<file path="src/hdl/io_space_consts.svh">
// Address map, field masks, reset values and view limits of the lower I/O space.
// Overview of operation
// Software writes zero into reserved bit positions of any register it writes.
// Software never writes to an I/O address marked reserved.
// Addresses 0x00 to 0x1F accept single-bit set and clear; higher ones do not.
// Bit-accessible registers support skip-if-bit-set and skip-if-bit-clear tests.
// Some status flags clear on writing one; writing zero leaves them unchanged.
// Bit set or clear touches only the addressed bit, never other flags.
// Dedicated I/O read and write reach I/O addresses 0x00 to 0x3F.
// Data-space loads and stores see each I/O register at its address plus 0x20.
// The I/O address field holds 64 locations; nothing beyond is reachable by it.
// Extended registers at data 0x60 to 0xFF answer only loads and stores.
// Reserved bits and addresses read zero, ignore writes, have no side effects.
`ifndef IO_SPACE_CONSTS_SVH
`define IO_SPACE_CONSTS_SVH
`define IO_LOCATIONS 64
`define IO_BIT_TOP 6'h1f
`define DATA_IO_BASE 8'h20
`define DATA_EXT_BASE 8'h60
`define PIN_TO_LATCH 6'h02
`define RESET_BYTE 8'h00
`define A_PORT_B_OUTPUT_LATCH_PIN 6'h03
`define A_PORT_B_OUTPUT_LATCH_DIR 6'h04
`define A_PORT_B_OUTPUT_LATCH_OUT 6'h05
`define A_PORT_C_OUTPUT_LATCH_PIN 6'h06
`define A_PORT_C_OUTPUT_LATCH_DIR 6'h07
`define A_PORT_C_OUTPUT_LATCH_OUT 6'h08
`define A_PORT_D_OUTPUT_LATCH_PIN 6'h09
`define A_PORT_D_OUTPUT_LATCH_DIR 6'h0a
`define A_PORT_D_OUTPUT_LATCH_OUT 6'h0b
`define A_PORT_A_OUTPUT_LATCH_PIN 6'h0c
`define A_PORT_A_OUTPUT_LATCH_DIR 6'h0d
`define A_PORT_A_OUTPUT_LATCH_OUT 6'h0e
`define A_PULLUP_CTRL 6'h12
`define A_T0_FLAGS 6'h15
`define A_T1_FLAGS 6'h16
`define A_PC_FLAGS 6'h1b
`define A_EXT_FLAGS 6'h1c
`define A_EXT_MASK 6'h1d
`define A_GP0 6'h1e
`define A_EE_CTRL 6'h1f
`define A_EE_DATA 6'h20
`define A_EE_ADDR 6'h21
`define A_PRESC_CTRL 6'h23
`define A_T0_CTRL 6'h25
`define A_T0_COUNT 6'h26
`define A_T0_CMP_A 6'h27
`define A_T0_CMP_B 6'h28
`define A_GP1 6'h2a
`define A_GP2 6'h2b
`define A_SPI_CTRL 6'h2c
`define A_SPI_STAT 6'h2d
`define M_FULL 8'hff
`define M_PORT_A_OUTPUT_LATCH 8'h0f
`define M_T0_FLAGS 8'h07
`define M_T1_FLAGS 8'h27
`define M_PC_FLAGS 8'h0f
`define M_EXT 8'h03
`define M_EE_CTRL 8'h3f
`define M_PRESC 8'h81
`define M_T0_CTRL 8'h0f
`define M_SPI_STAT_W 8'h01
`define B_SPI_DONE 7
`define B_SPI_COLL 6
`endif

</file>
<file path="src/hdl/io_space_pkg.sv">
// Types shared by the I/O register space decoder and its users.
package io_space_pkg;

  typedef enum logic [2:0] {
    IO_READ_INSTR = 3'h0,
    IO_WRITE_INSTR = 3'h1,
    SET_IO_BIT_INSTR = 3'h3,
    CLEAR_IO_BIT_INSTR = 3'h2,
    SKIP_IF_BIT_SET_INSTR = 3'h6,
    SKIP_IF_BIT_CLEAR_INSTR = 3'h7,
    MEMORY_READ_OP = 3'h5,
    MEMORY_WRITE_OP = 3'h4
  } access_kind_e;

  typedef struct packed {
    logic valid;
    access_kind_e kind;
    logic [7:0] addr;
    logic [2:0] bit_sel;
    logic [7:0] wdata;
  } io_req_s;

  typedef struct packed {
    logic ack;
    logic [7:0] rdata;
    logic skip;
    logic ext_sel;
  } io_resp_s;

  typedef struct packed {
    logic [3:0] a;
    logic [7:0] b;
    logic [7:0] c;
    logic [7:0] d;
  } port_pins_s;

  typedef struct packed {
    port_pins_s dir;
    port_pins_s out;
    logic [7:0] pullup_ctrl;
  } pin_ctrl_s;

  typedef struct packed {
    logic [7:0] t0;
    logic [7:0] t1;
    logic [7:0] pc;
    logic [7:0] ext;
  } flag_vec_s;

  typedef struct packed {
    logic [1:0] ext_irq_mask;
    logic [5:0] eeprom_ctrl;
    logic [7:0] eeprom_data;
    logic [7:0] eeprom_addr;
    logic [7:0] prescaler_ctrl;
    logic [3:0] timer0_ctrl;
    logic [7:0] timer0_count;
    logic [7:0] timer0_cmp_a;
    logic [7:0] timer0_cmp_b;
    logic [7:0] spi_ctrl;
    logic spi_double_speed;
  } periph_cfg_s;

endpackage

</file>
<file path="src/hdl/in_sync.sv">
// Two-flop synchroniser for a group of pin levels.
`timescale 1ns/10ps
`default_nettype none
module in_sync #(
  parameter int W = 8
) (
  input wire logic clk,
  input wire logic rst_b,
  input wire logic [W-1:0] async_in,
  output logic [W-1:0] sync_out
);
  logic [W-1:0] meta_r;

  always_ff @(posedge clk or negedge rst_b)
  begin
    if (!rst_b)
    begin
      meta_r <= '0;
      sync_out <= '0;
    end
    else
    begin
      meta_r <= async_in;
      sync_out <= meta_r;
    end
  end
endmodule
`default_nettype wire

</file>
<file path="src/hdl/io_register_space_decode.sv">
// Lower I/O register space: address views, bit access, flag clearing and storage.
`include "io_space_consts.svh"
`timescale 1ns/10ps
`default_nettype none
module io_register_space_decode
  import io_space_pkg::*;
(
  input wire logic CLK,
  input wire logic RST_B,
  input wire io_req_s REQ,
  input wire port_pins_s PINS,
  input wire flag_vec_s EVENTS,
  input wire logic SPI_DONE,
  input wire logic SPI_COLLISION,
  output io_resp_s RESP,
  output pin_ctrl_s PIN_CTRL,
  output flag_vec_s FLAGS,
  output periph_cfg_s PERIPH_CFG
);

  ////////////////////////////////////////////////////////////////////////////////
  // Writable-bit mask of each location; zero marks reserved bits and addresses, and also the pin and flag registers.

  function automatic logic [7:0] write_mask(input logic [5:0] a);
    logic [7:0] m;
    m = 8'h00;
    unique case (a)
      `A_PORT_B_OUTPUT_LATCH_DIR, `A_PORT_B_OUTPUT_LATCH_OUT: m = `M_FULL;
      `A_PORT_C_OUTPUT_LATCH_DIR, `A_PORT_C_OUTPUT_LATCH_OUT: m = `M_FULL;
      `A_PORT_D_OUTPUT_LATCH_DIR, `A_PORT_D_OUTPUT_LATCH_OUT: m = `M_FULL;
      `A_PORT_A_OUTPUT_LATCH_DIR, `A_PORT_A_OUTPUT_LATCH_OUT: m = `M_PORT_A_OUTPUT_LATCH;
      `A_PULLUP_CTRL: m = `M_FULL;
      `A_EXT_MASK: m = `M_EXT;
      `A_GP0, `A_GP1, `A_GP2: m = `M_FULL;
      `A_EE_CTRL: m = `M_EE_CTRL;
      `A_EE_DATA, `A_EE_ADDR: m = `M_FULL;
      `A_PRESC_CTRL: m = `M_PRESC;
      `A_T0_CTRL: m = `M_T0_CTRL;
      `A_T0_COUNT, `A_T0_CMP_A, `A_T0_CMP_B: m = `M_FULL;
      `A_SPI_CTRL: m = `M_FULL;
      `A_SPI_STAT: m = `M_SPI_STAT_W;
      default: m = 8'h00;
    endcase
    return m;
  endfunction

  ////////////////////////////////////////////////////////////////////////////////
  // Address views.

  logic [7:0] store_r [0:`IO_LOCATIONS-1];
  port_pins_s pins_s;
  flag_vec_s flag_q;
  io_resp_s resp_nxt;
  logic [7:0] rd_val;

  wire is_io_kind = (REQ.kind != MEMORY_READ_OP) && (REQ.kind != MEMORY_WRITE_OP);
  // Only the low six bits exist in the instruction field.
  wire [5:0] io_field = REQ.addr[5:0];
  wire [7:0] data_off = REQ.addr - `DATA_IO_BASE;
  wire mem_in_io = (REQ.addr >= `DATA_IO_BASE) && (REQ.addr < `DATA_EXT_BASE);
  wire mem_ext = REQ.addr >= `DATA_EXT_BASE;
  wire [5:0] io_addr = is_io_kind ? io_field : data_off[5:0];
  wire hit = REQ.valid && (is_io_kind || mem_in_io);
  wire ext_hit = REQ.valid && !is_io_kind && mem_ext;
  wire bit_ok = io_addr <= `IO_BIT_TOP;

  ////////////////////////////////////////////////////////////////////////////////
  // Access kinds.

  wire kind_write = (REQ.kind == IO_WRITE_INSTR) || (REQ.kind == MEMORY_WRITE_OP);
  wire kind_set = (REQ.kind == SET_IO_BIT_INSTR) && bit_ok;
  wire kind_clr = (REQ.kind == CLEAR_IO_BIT_INSTR) && bit_ok;
  wire kind_skip_s = (REQ.kind == SKIP_IF_BIT_SET_INSTR) && bit_ok;
  wire kind_skip_c = (REQ.kind == SKIP_IF_BIT_CLEAR_INSTR) && bit_ok;
  wire [7:0] one_hot = 8'h01 << REQ.bit_sel;

  // Ones written at this access: a whole byte, or only the addressed bit.
  wire [7:0] ones_written = kind_write ? REQ.wdata : (kind_set ? one_hot : 8'h00);
  wire [7:0] clr_vec = hit ? ones_written : 8'h00;

  wire [7:0] wmask = write_mask(io_addr);
  wire [7:0] cur_store = store_r[io_addr];
  wire [7:0] bit_result = kind_set ? (cur_store | one_hot) : (cur_store & ~one_hot);
  wire [7:0] new_byte = kind_write ? REQ.wdata : bit_result;
  wire store_we = hit && (kind_write || kind_set || kind_clr) && (wmask != 8'h00);

  ////////////////////////////////////////////////////////////////////////////////
  // Input pins register: writing one toggles the matching output latch bit.

  wire pin_addr = (io_addr == `A_PORT_A_OUTPUT_LATCH_PIN) || (io_addr == `A_PORT_B_OUTPUT_LATCH_PIN)
    || (io_addr == `A_PORT_C_OUTPUT_LATCH_PIN) || (io_addr == `A_PORT_D_OUTPUT_LATCH_PIN);
  wire [5:0] latch_addr = 6'(io_addr + `PIN_TO_LATCH);
  wire [7:0] latch_mask = write_mask(latch_addr);
  wire toggle_we = hit && pin_addr && (ones_written != 8'h00);
  wire [7:0] toggled = store_r[latch_addr] ^ (ones_written & latch_mask);

  ////////////////////////////////////////////////////////////////////////////////
  // Pin levels come from outside the clock domain.

  in_sync #(
    .W($bits(port_pins_s))
  ) u_pin_sync (
    .clk(CLK),
    .rst_b(RST_B),
    .async_in(PINS),
    .sync_out(pins_s)
  );

  ////////////////////////////////////////////////////////////////////////////////
  // Write-one-to-clear flag registers.

  wire [7:0] clr_t0 = (io_addr == `A_T0_FLAGS) ? clr_vec : 8'h00;
  wire [7:0] clr_t1 = (io_addr == `A_T1_FLAGS) ? clr_vec : 8'h00;
  wire [7:0] clr_pc = (io_addr == `A_PC_FLAGS) ? clr_vec : 8'h00;
  wire [7:0] clr_ext = (io_addr == `A_EXT_FLAGS) ? clr_vec : 8'h00;

  w1c_flag_reg #(
    .MASK(`M_T0_FLAGS)
  ) u_t0_flags (
    .clk(CLK),
    .rst_b(RST_B),
    .set_ev(EVENTS.t0),
    .clr_ones(clr_t0),
    .flags(flag_q.t0)
  );

  w1c_flag_reg #(
    .MASK(`M_T1_FLAGS)
  ) u_t1_flags (
    .clk(CLK),
    .rst_b(RST_B),
    .set_ev(EVENTS.t1),
    .clr_ones(clr_t1),
    .flags(flag_q.t1)
  );

  w1c_flag_reg #(
    .MASK(`M_PC_FLAGS)
  ) u_pc_flags (
    .clk(CLK),
    .rst_b(RST_B),
    .set_ev(EVENTS.pc),
    .clr_ones(clr_pc),
    .flags(flag_q.pc)
  );

  w1c_flag_reg #(
    .MASK(`M_EXT)
  ) u_ext_flags (
    .clk(CLK),
    .rst_b(RST_B),
    .set_ev(EVENTS.ext),
    .clr_ones(clr_ext),
    .flags(flag_q.ext)
  );

  assign FLAGS = flag_q;

  ////////////////////////////////////////////////////////////////////////////////
  // Plain storage. Reserved positions never load, so they stay at zero.

  always_ff @(posedge CLK or negedge RST_B)
  begin
    if (!RST_B)
    begin
      for (int i = 0; i < `IO_LOCATIONS; i++)
        store_r[i] <= `RESET_BYTE;
    end
    else if (store_we)
      store_r[io_addr] <= (cur_store & ~wmask) | (new_byte & wmask);
    else if (toggle_we)
      store_r[latch_addr] <= toggled;
  end

  ////////////////////////////////////////////////////////////////////////////////
  // Read selection. Status comes from live state, storage from the array.

  always_comb
  begin
    rd_val = cur_store & wmask;
    unique case (io_addr)
      `A_PORT_A_OUTPUT_LATCH_PIN: rd_val = {4'h0, pins_s.a};
      `A_PORT_B_OUTPUT_LATCH_PIN: rd_val = pins_s.b;
      `A_PORT_C_OUTPUT_LATCH_PIN: rd_val = pins_s.c;
      `A_PORT_D_OUTPUT_LATCH_PIN: rd_val = pins_s.d;
      `A_T0_FLAGS: rd_val = flag_q.t0;
      `A_T1_FLAGS: rd_val = flag_q.t1;
      `A_PC_FLAGS: rd_val = flag_q.pc;
      `A_EXT_FLAGS: rd_val = flag_q.ext;
      `A_SPI_STAT:
      begin
        rd_val = cur_store & wmask;
        rd_val[`B_SPI_DONE] = SPI_DONE;
        rd_val[`B_SPI_COLL] = SPI_COLLISION;
      end
      default: rd_val = cur_store & wmask;
    endcase
  end

  ////////////////////////////////////////////////////////////////////////////////
  // Answer, one cycle after the request.

  wire read_kind = (REQ.kind == IO_READ_INSTR) || (REQ.kind == MEMORY_READ_OP);
  wire tested_bit = rd_val[REQ.bit_sel];

  always_comb
  begin
    resp_nxt.ack = REQ.valid;
    resp_nxt.rdata = (hit && read_kind) ? rd_val : 8'h00;
    resp_nxt.skip = hit && ((kind_skip_s && tested_bit) || (kind_skip_c && !tested_bit));
    resp_nxt.ext_sel = ext_hit;
  end

  always_ff @(posedge CLK or negedge RST_B)
  begin
    if (!RST_B)
      RESP <= '0;
    else
      RESP <= resp_nxt;
  end

  ////////////////////////////////////////////////////////////////////////////////
  // Configuration outputs, wired straight from the storage flip-flops.

  assign PIN_CTRL.dir.a = store_r[`A_PORT_A_OUTPUT_LATCH_DIR][3:0];
  assign PIN_CTRL.dir.b = store_r[`A_PORT_B_OUTPUT_LATCH_DIR];
  assign PIN_CTRL.dir.c = store_r[`A_PORT_C_OUTPUT_LATCH_DIR];
  assign PIN_CTRL.dir.d = store_r[`A_PORT_D_OUTPUT_LATCH_DIR];
  assign PIN_CTRL.out.a = store_r[`A_PORT_A_OUTPUT_LATCH_OUT][3:0];
  assign PIN_CTRL.out.b = store_r[`A_PORT_B_OUTPUT_LATCH_OUT];
  assign PIN_CTRL.out.c = store_r[`A_PORT_C_OUTPUT_LATCH_OUT];
  assign PIN_CTRL.out.d = store_r[`A_PORT_D_OUTPUT_LATCH_OUT];
  assign PIN_CTRL.pullup_ctrl = store_r[`A_PULLUP_CTRL];

  assign PERIPH_CFG.ext_irq_mask = store_r[`A_EXT_MASK][1:0];
  assign PERIPH_CFG.eeprom_ctrl = store_r[`A_EE_CTRL][5:0];
  assign PERIPH_CFG.eeprom_data = store_r[`A_EE_DATA];
  assign PERIPH_CFG.eeprom_addr = store_r[`A_EE_ADDR];
  assign PERIPH_CFG.prescaler_ctrl = store_r[`A_PRESC_CTRL];
  assign PERIPH_CFG.timer0_ctrl = store_r[`A_T0_CTRL][3:0];
  assign PERIPH_CFG.timer0_count = store_r[`A_T0_COUNT];
  assign PERIPH_CFG.timer0_cmp_a = store_r[`A_T0_CMP_A];
  assign PERIPH_CFG.timer0_cmp_b = store_r[`A_T0_CMP_B];
  assign PERIPH_CFG.spi_ctrl = store_r[`A_SPI_CTRL];
  assign PERIPH_CFG.spi_double_speed = store_r[`A_SPI_STAT][0];

endmodule
`default_nettype wire

</file>
<file path="src/hdl/w1c_flag_reg.sv">
// Status flags set by hardware events and cleared by writing one.
`timescale 1ns/10ps
`default_nettype none
module w1c_flag_reg #(
  parameter logic [7:0] MASK = 8'hff
) (
  input wire logic clk,
  input wire logic rst_b,
  input wire logic [7:0] set_ev,
  input wire logic [7:0] clr_ones,
  output logic [7:0] flags
);
  // A set arriving with its clear wins so that no event is lost.
  always_ff @(posedge clk or negedge rst_b)
  begin
    if (!rst_b)
      flags <= 8'h00;
    else
      flags <= ((flags & ~clr_ones) | set_ev) & MASK;
  end
endmodule
`default_nettype wire

</file>
<file path="config.mk">
export PLATFORM = sky130hd
export DESIGN_NAME = io_register_space_decode
export DESIGN_NICKNAME = d
export VERILOG_FILES = /design/src/hdl/io_space_pkg.sv /design/src/hdl/in_sync.sv /design/src/hdl/io_register_space_decode.sv /design/src/hdl/w1c_flag_reg.sv
export VERILOG_INCLUDE_DIRS = /design/src /design/src/hdl
export SDC_FILE = /design/constraint.sdc
export NUM_CORES = 1
export LEC_CHECK = 0
export ABC_AREA = 1
export ABC_CLOCK_PERIOD_IN_PS = 3100
export BUFFER_PORTS_ARGS = -buffer_cell sky130_fd_sc_hd__buf_2
export CAP_MARGIN = 20
export CELL_PAD_IN_SITES_DETAIL_PLACEMENT = 0
export CELL_PAD_IN_SITES_GLOBAL_PLACEMENT = 1
export CORE_ASPECT_RATIO = 1.1
export CORE_MARGIN = 2
export CORE_UTILIZATION = 36
export CTS_CLUSTER_DIAMETER = 150
export DETAILED_ROUTE_END_ITERATION = 10
export PLACE_DENSITY = 0.66
export RECOVER_POWER = 50
export SYNTH_ARGS = -nofsm -noshare
export SYNTH_HDL_FRONTEND = slang
export SYNTH_SLANG_ARGS = --single-unit
export TNS_END_PERCENT = 50
</file>
<file path="constraint.sdc">
create_clock -name CLK -period 3.1 [get_ports CLK]
set_input_delay 0.465 -clock CLK [delete_from_list [all_inputs] [get_ports CLK]]
set_output_delay 0.465 -clock CLK [all_outputs]
set_load 0.01 [all_outputs]
</file>
---- Word level (Yosys, flattened, before mapping) ----
Memory sizes are Yosys's and may differ from the RTL's.
Index checks and enable logic that the tools add are counted.
W data, S select, Z words.
operators by class
  add/sub/neg operators ................... 2
  multipliers ............................. 0
  divide/modulo/power cells ............... 0
  magnitude comparators ................... 9
  equal/unequal tests ..................... 18
  shift-type cells ........................ 1
  multiplexer cells ....................... 28
  bitwise logic cells ..................... 24
  reduce and logical (&&, ||, !) cells .... 34
operators by type and width
  kind                   number
  $bwmux W512            2
  $mux W512              2
  $bmux W8 S6            2
  $demux W8 S6           2
  $mux W8                11
  $pmux W8 S9            1
  $and A8 B8 Y8          5
  $eq A6 B5 Y1 const B   4
  $logic_and A1 B1 Y1    19
  $mux W6                3
  $not A8 Y8             2
  $or A8 B8 Y8           2
  $reduce_bool A8 Y1     2
  $ge A7 B7 Y1 const B   2
  $lt A7 B1 Y1 const B   2
  $not A6 Y7             2
  $eq A3 B3 Y1 const B   4
  $eq A6 B4 Y1 const B   2
  $logic_or A1 B1 Y1     9
  $ge A8 B6 Y1 const B   1
  $ge A8 B7 Y1 const B   1
  $lt A8 B7 Y1 const B   1
  $shl A1 B3 Y8 const A  1
  $xor A8 B8 Y8          1
  other kinds (30)       33
storage, ports and cells
  register bits after elaboration ......... 592
  bits in latches ......................... 0
  bits in writable memories ............... 0
  ROM bits ................................ 1024
  output and inout bits ................... 176
  memories ................................ 2
memories
  memory            depth  bits a word  rd ports  clocked after memory_dff  wr ports  RTL line                        source
  (name not given)  64     8            1         0                         0         io_register_space_decode.sv:27  unique case (a)
  (name not given)  64     8            1         0                         0         io_register_space_decode.sv:27

---- Logic depth before layout (Yosys ltp) ----
Gate-level depths: netlist of run 1.
  depth after elaboration ................. 15
  depth in mapped cells ................... 24
  mapped depth without buffers ............ 21

---- Modules after synthesis ----
A second synthesis of run 1 with hierarchy kept.
unflattened totals
  cell total of the unflattened synthesis .. 5241
  area total of the unflattened synthesis .. 35595.4 um^2
by module, submodules not included
  module                          times used  cells an instance  area an instance (um^2)
  io_register_space_decode        1           5097               33515.9
  in_sync                         1           56                 1401.3
  w1c_flag_reg at u_pc_flags ...  2           25                 193.9
  w1c_flag_reg at u_t0_flags      1           21                 161.4
  w1c_flag_reg at u_ext_flags     1           17                 128.9

---- Least setup slack after synthesis of run 1 ----
Ideal clock, no wire load.
  kind .................................... input -> register
  from .................................... input REQ[11] in the netlist's numbering
  to ...................................... register store_r, in the netlist PIN_CTRL[16]
  arrival ................................. 3269 ps
  data required time ...................... 2983 ps
  slack ................................... -286 ps
  stages on the path ...................... 21
  cell sequence ........................... inv_2 > buf_2 > buf_2 > buf_4 > buf_2 > ha_1 > nand3_1 > nand3_1 > nand2_1 > o21ai_1 > nand2_1 > nand2_1 > nor3_4 > nand3_4 > nand2_8 > buf_4 > nand2_1 > a21oi_4 > inv_2 > nand2_1 > nand2_1
on the way
  word-level cells in the longest chain between the ends .. 13
  elaborated cells between the ends (all ways) .. 63
ends and longest elaborated chain
  element                                                RTL line                         source
  start, declared                                        io_register_space_decode.sv:10   input wire io_req_s REQ,
  branches (longest 13 deep; another with $ge A7 B7 Y1)  --
  end signal, assigned by index                          io_register_space_decode.sv:167  store_r[i] <= `RESET_BYTE;
  end signal, assigned by index                          io_register_space_decode.sv:170  store_r[io_addr] <= (cur_store & ~wmask) | (new_byte & wmask);
  end signal, assigned by index                          io_register_space_decode.sv:172  store_r[latch_addr] <= toggled;
  end, declared                                          io_register_space_decode.sv:50   logic [7:0] store_r [0:`IO_LOCATIONS-1];
Several ways; the timed one is not identified. The select of a mux whose other input is x is not followed.
A chain may end at the register's enable or synchronous reset.

---- Worst setup path in the final report of run 1 ----
  from .................................... input REQ[12] in the netlist's numbering
  to ...................................... register store_r, in the netlist PIN_CTRL[31]
The elaborated chain is that of the path after synthesis.

==> impl_metrics.py, run 1 <==
metrics = {
    "cells_and_area": {
        "final_util": 0.462,
        "area_delta_synth_final_pct": 27.5,
        "multiInputGateArea_um2": 16200,
        "regArea_um2": 14800,
        "post-route-cell-area_um2": 44100,
        "nets": 5653,
        "drive_above_1_share": 0.218,
        "n_fill_cell": 9931,
    },
    "setup_path": {
        "rrSetupSlack_ns": 0.27,
        "crit_type": "in -> reg",
        "timing.rr.end": "PERIPH_CFG[49]",
        "worstSetupEndpointType": "flop",
        "cp.arrival_ns": 3.47,
        "critPathMaxFanout": 20,
        "reg2reg_depth": 17,
        "critPathRequiredTime_ns": 3.64,
        "crit_path_end": "PIN_CTRL[31]",
        "regToRegStartpoint": "PIN_CTRL[28]",
        "startpoint": "REQ[12]",
        "start_kind": "input port",
    },
    "place": {
        "place_congestion": 0.974,
        "place_ws_ns": -0.568,
        "place_area_um2": 41400,
        "io_buffer_count": 224,
        "post-dp-hpwl_um": 116000,
    },
    "floorplan": {
        "initial_utilization": 0.362,
        "dieArea_um2": 98700,
        "die_x_um": 300,
        "io_pins": 263,
        "die_h_um": 329,
        "num_rows": 119,
        "core_area_um2": 95600,
    },
    "pwr": {
        "power_density_nw_per_um2": 484,
        "ir_drop_v": 0.000443,
        "leakage_nw": 23.4,
    },
    "timing": {
        "rsz0062_at_grt": "false",
        "fin_hold_ws_ns": 0.190,
        "max_slew_margin": -0.217,
        "final-hold-violation-count": 0,
        "finalClockSkew_ns": 0.0273,
        "worst_slack_ns": 0.170,
        "finalSetupViolCount": 0,
        "tightest_slew_ns": 1.83,
        "fmax_mhz": 341,
        "period_share": 0.945,
        "fin_crit_ns": 2.93,
        "drv_slew": 55,
        "final.setup.tns_ns": 0,
    },
    "synth": {
        "synth_cell_types": 58,
        "synth_ff_type": "dfrtp_1",
        "yosys.area_share.adder": 0.00398,
        "seq_area_frac_synth": 0.428,
        "ys_ff_latch": 592,
        "syn_area_per_cell_um2": 6.95,
        "async_reset_ff_frac": 1.00,
        "synth-edff-count": 0,
        "syn_area_um2": 34600,
        "synth_top_family_by_area": "simple AND/OR/NAND/NOR gates",
        "synth-xor-area-share": 0,
        "ys_warn_count": 0,
        "synth-compound-area-share": 0.119,
        "synthCells": 4978,
        "muxShareOfSynthArea": 0.00228,
        "synth-simple-area-share": 0.337,
    },
    "clock_tree": {
        "path_clk_slew_ns": 0.06,
        "cts_tree": "built",
        "clk_latency_ns": 0.65,
        "cts.sinks": 592,
        "cts-root-buf": "clkbuf_16",
        "cts_buffers": 72,
        "htreeDepth": 3,
        "cts.path.max_buffers": 3,
    },
    "hold_path": {
        "hold_class": "in -> reg",
    },
    "global_route": {
        "grt_max_degree": 89,
        "overflow": 0,
        "grt_usage": 0.316,
        "grt_pass1_wl_um": 231000,
        "grt_pass1_vias": 34700,
        "antenna_found_initial": 3,
    },
    "flow_run": {
        "max_cap_violations": 1,
    },
    "detailed_routing": {
        "antenna_left": 0,
        "wirelength_um": 157000,
        "post_drt_wl_per_cell_um": 22.8,
        "drtIter0Drc": 3423,
        "routed_via_density": 5.16,
        "drt_pass1_iterations": 6,
        "vias": 35500,
        "drc": 0,
    },
    "outcome": {
        "outcome": "complete, but fails checks",
        "failed_checks": "capacitance limit, slew limit",
    },
}
[layout by cell type (no fill, tap or decap), types with 10 or more instances in the layout]
cell,n
clkinv_2,13
o31ai_1,13
o22ai_1,141
a21oi_1,75
buf_2,220
o21ai_1,26
inv_1,243
ha_1,10
dlygate4sd3_1,43
or2_2,10
nand3_1,196
conb_1,19
o21ai_0,360
dfrtp_1,592
clkbuf_16,73
o21ai_4,10
nor3_1,33
inv_2,47
nor2_1,293
buf_12,81
clkbuf_1,17
a21oi_4,22
nand2_1,2164
nand4_1,94
nand2_4,10
nand2_2,22
buf_4,629
[Yosys cell counts, types with 11 or more instances]
| cell | count | area, um^2 |
|---|---|---|
| o22ai_1 | 141 | 882 |
| nand2_1 | 2175 | 8160 |
| o21ai_0 | 362 | 1810 |
| buf_1 | 18 | 67.6 |
| inv_2 | 47 | 176 |
| buf_2 | 103 | 515 |
| dfrtp_1 | 592 | 14800 |
| nand3_1 | 196 | 981 |
| o31ai_1 | 13 | 97.6 |
| a21oi_4 | 22 | 358 |
| nor2_1 | 297 | 1110 |
| nand4_1 | 94 | 588 |
| nor3_1 | 33 | 165 |
| a21oi_1 | 75 | 375 |
| o21ai_1 | 26 | 130 |
| nand2_2 | 12 | 75.1 |
| clkbuf_1 | 218 | 818 |
| buf_4 | 158 | 1190 |
| ha_1 | 11 | 138 |
| inv_1 | 244 | 916 |
[routing by layer]
layer	wire length, um	vias up	track usage
met2	73500	1387	0.525
met5	13	-	0
met4	7600	2	0.141
li1	-	16800	-
met3	10300	318	0.0482
met1	65400	16900	0.407
[cell families (layout without fill, tap and decap cells)]
group / Yosys count / after routing
DFF: 592 / 592
adders and majority gates: 11 / 11
other: 1 / 21
AOI/OAI and AO/OA: 694 / 694
and+or+nand+nor: 2869 / 2869
muxes: 7 / 7
buffers and inverters: 804 / 1415
[sequential cells by signal, summed over array words and instances, names as in the netlist]
name / flops
u_t0_flags.flags: 3
PERIPH_CFG: 69
u_ext_flags.flags: 2
store_r: 379
u_pc_flags.flags: 4
u_pin_sync.meta_r: 28
u_t1_flags.flags: 4
PIN_CTRL: 64
RESP: 11
u_pin_sync.sync_out: 28
[metrics by stage]
stage               instances  total power (W)
global placement         6708           0.0127
detailed placement       6708           0.0127
finish                   6879           0.0214
CTS                      6877           0.0215
global route             6879           0.0220
floorplan                4996          0.00996
[critical path: stages]
cell and delay [ns]:
buf_2 0.09, inv_1 0.05, ha_1 0.38, clkinv_1 0.17, nand2_2 0.16, buf_4 0.21
buf_4 0.22, o22ai_1 0.09, nor3_1 0.41, buf_4 0.19, nor2_1 0.04, a21oi_1 0.19
nand2_1 0.07, nand2_1 0.06, nand2_1 0.10, buf_12 0.20, nand2_1 0.08, o21ai_0 0.12
nand2_1 0.09, nand2_1 0.04
[where the power goes]
part	switching, W	internal [W]	leakage, nW
Sequential	0.0000972	0.00793	7.72
Clock	0.00359	0.00507	1.16
Combinational	0.00310	0.00158	14.5
[repair_timing]
action | 4_1_cts | 5_1_grt
endpoints found under the hold margin | 86 | 0
setup endpoints to repair | 0 | 17
hold buffers | 43 | 0
gates resized for setup | 0 | 3
buffers inserted | 0 | 0
[worst min-delay path by stage]
stage          cells after the start                       to                  start
2_1_floorplan                      0            PERIPH_CFG[0]                  RST_B
6_report                           3                  RESP[0]                REQ[18]
3_3_place_gp                       0  u_pin_sync.sync_out[19]  u_pin_sync.meta_r[19]
4_1_cts                            3                  RESP[0]                REQ[18]
3_5_place_dp                       0   u_pin_sync.sync_out[4]   u_pin_sync.meta_r[4]
5_1_grt                            3                  RESP[0]                REQ[18]
[layout make-up]
cell class / count / share of cell area
timing repair buffer: 988 / 0.180
tap: 1270 / 0.0360
inverter: 301 / 0.0263
clock buffer: 96 / 0.0454
antenna: 2 / 0.000113
clock inverter: 30 / 0.00825
multi-input combinational: 3600 / 0.368
sequential: 592 / 0.336
Note: power is estimated with default switching activity, not from simulation.
==> inputs of run 2 (changes only) <==
--- a/config.mk
+++ b/config.mk
@@ -7,7 +7,7 @@
 export NUM_CORES = 1
 export LEC_CHECK = 0
 export ABC_AREA = 1
-export ABC_CLOCK_PERIOD_IN_PS = 3100
+export ABC_CLOCK_PERIOD_IN_PS = 2900
 export BUFFER_PORTS_ARGS = -buffer_cell sky130_fd_sc_hd__buf_2
 export CAP_MARGIN = 20
 export CELL_PAD_IN_SITES_DETAIL_PLACEMENT = 0
==> constraint.sdc (replaced) <==
create_clock -name CLK -period 2.9 [get_ports CLK]
set_input_delay 0.435 -clock CLK [delete_from_list [all_inputs] [get_ports CLK]]
set_output_delay 0.435 -clock CLK [all_outputs]
set_load 0.01 [all_outputs]
==> run 2 against run 1 <==
Compared with the run above: the run still ends with capacitance limit, slew limit left; routed wire length is 1.5% higher; combinational power is 9.8% higher; die area stayed put; critical path type unchanged; critical endpoint is now PIN_CTRL[5].
==> impl_metrics.py, run 2 (synthesized netlist as in run 1, its figures left out) <==
metrics = {
    "outcome": {
        "outcome": "complete, but fails checks",
        "failed_checks": "capacitance limit, slew limit",
    },
    "detailed_routing": {
        "drt_pass1_iterations": 8,
        "routed_via_density": 5.17,
        "m1WireLength_um": 67400,
        "drtIter0Drc": 3179,
        "dr.max_layer_used": "met5",
        "met2_length_um": 75100,
        "vias": 35600,
        "post_drt_wl_per_cell_um": 23.1,
        "antenna_left": 0,
        "route.met3.wl_um": 9410,
        "wirelength_um": 159000,
        "drc": 0,
    },
    "timing": {
        "fin_hold_ws_ns": 0.115,
        "final-hold-violation-count": 0,
        "rsz0062_at_grt": "false",
        "period_share": 0.958,
        "drv_slew": 59,
        "max_slew_margin": -0.478,
        "fmax_mhz": 360,
        "fin_crit_ns": 2.78,
        "finalSetupViolCount": 0,
        "final.setup.tns_ns": 0,
        "tightest_slew_ns": 2.22,
        "finalClockSkew_ns": 0.0215,
    },
    "cells_and_area": {
        "largest_reg_flops": 379,
        "multiInputGateArea_um2": 16400,
        "stdcell_count": 6883,
        "n_fill_cell": 9826,
        "area_delta_synth_final_pct": 29.2,
        "final_util": 0.468,
        "layout_common_cells": "nand2_1, buf_4, dfrtp_1",
        "nets": 5653,
        "regMostFlops": "store_r",
        "layout_commonest_cell": "nand2_1",
        "regArea_um2": 14800,
        "drive_above_1_share": 0.223,
    },
    "clock_tree": {
        "cts-root-buf": "clkbuf_16",
        "clk_latency_ns": 0.66,
        "cts.sinks": 592,
        "cts.path.max_buffers": 3,
        "htreeDepth": 3,
        "path_clk_slew_ns": 0.07,
        "cts_buffers": 71,
        "cts_tree": "built",
    },
    "global_route": {
        "antenna_found_initial": 5,
        "grt_max_degree": 69,
        "grt_pass1_vias": 34200,
        "grt_usage": 0.320,
        "grt_pass1_wl_um": 232000,
        "overflow": 0,
    },
    "floorplan": {
        "initial_utilization": 0.362,
        "die_x_um": 300,
        "num_rows": 119,
        "io_pins": 263,
        "dieArea_um2": 98700,
        "die_h_um": 329,
        "core_area_um2": 95600,
    },
    "setup_path": {
        "path_cells": "buf_2 -> inv_1 -> ha_4 -> buf_4 -> nand2_2 -> buf_4 -> nor2_1 -> o41ai_2 -> nand2_1 -> nor2_1 -> buf_4 -> nand2_1 -> nand2_1 -> buf_12 -> nand3_1 -> nand2_1 -> nand2_1 -> nand2_1",
        "cpMostUsedCell": "nand2_1",
        "crit_slowest_cell": "o41ai_2",
        "slowest_delay_ns": 0.51,
        "critPathRequiredTime_ns": 3.48,
        "cp_num_buf_inv": 6,
        "worstSetupEndpointType": "flop",
        "cp.arrival_ns": 3.36,
        "critPathMaxFanout": 30,
        "start_kind": "input port",
        "critPathTopFamily": "buffers and inverters",
        "crit_type": "in -> reg",
    },
    "place": {
        "post-dp-hpwl_um": 118000,
        "place_congestion": 0.986,
        "io_buffer_count": 224,
        "dp.cells": 6707,
    },
    "pwr": {
        "finalPower_w": 0.0235,
        "ir_drop_v": 0.000406,
        "leakage_nw": 23.5,
        "power_density_nw_per_um2": 527,
    },
    "hold_path": {
        "hold_class": "in -> reg",
    },
    "flow_run": {
        "max_cap_violations": 1,
    },
}
-- run 2: cell count changes in the layout (fill, tap and decap cells not counted), sizes merged --
cell / delta
bufinv: +6
clkbuf: -5
buf: +4
clkinvlp: +2
inv: -1
clkinv: -2
-- run 2: worst reg2reg max path: stages, from the launching register on --
cell	delay, ns
dfrtp_1	0.38
or2_2	0.29
o21ai_2	0.09
buf_4	0.15
nor2_1	0.03
nor2_1	0.10
nand2_1	0.14
nand3_1	0.11
nand2_1	0.13
nand2_1	0.16
nand2_1	0.11
a22oi_2	0.26
buf_4	0.19
buf_12	0.17
nor2_1	0.12
o21ai_0	0.18
nand2_1	0.07
-- run 2: final timing paths --
| path | from | to | slack (ns) | cells after the start |
|---|---|---|---|---|
| min in group asynchronous | RST_B | PERIPH_CFG[27] | 0.97 | 2 |
| max | REQ[12] | PIN_CTRL[5] | 0.12 | 18 |
| max reg2reg | store_r[282] | PIN_CTRL[54] | 0.14 | 16 |
| min | REQ[18] | RESP[0] | 0.12 | 3 |
| min reg2reg | u_pin_sync.meta_r[25] | u_pin_sync.sync_out[25] | 0.35 | 0 |
| max in group asynchronous | RST_B | PERIPH_CFG[19] | 0.37 | 3 |
-- run 2: area by class of cell --
| class | count | share of cell area |
|---|---|---|
| tap | 1270 | 0.0355 |
| inverter | 301 | 0.0261 |
| clock buffer | 94 | 0.0441 |
| sequential | 592 | 0.331 |
| clock inverter | 35 | 0.0123 |
| timing repair buffer | 989 | 0.184 |
| antenna | 2 | 0.000112 |
| multi-input combinational | 3600 | 0.367 |
-- run 2: metrics by stage --
| step | area (um^2) | setup slack [ns] |
|---|---|---|
| global placement | 41800 | -0.725 |
| floorplan | 35000 | -0.0383 |
| global route | 44700 | 0.00112 |
| finish | 44700 | 0.121 |
| CTS | 44700 | 0.0319 |
| detailed placement | 41800 | -0.695 |
-- run 2: repair_timing --
item,in CTS,in global routing
cloned,0,0
hold buffers,43,0
pin swaps,0,1
hold endpoints to repair,85,0
gates resized for setup,1,19
setup endpoints to repair,1,113
buffers inserted,0,2
-- run 2: report_power, final --
part | leakage [nW] | internal [W] | switching [W]
registers | 7.72 | 0.00847 | 0.000105
clock network | 1.22 | 0.00590 | 0.00393
logic | 14.6 | 0.00173 | 0.00341
-- run 2: metal layers --
layer,vias up,GRT usage
met4,6,0.137
met1,17100,0.426
met5,-,0
met3,324,0.0338
met2,1319,0.528
li1,16800,-
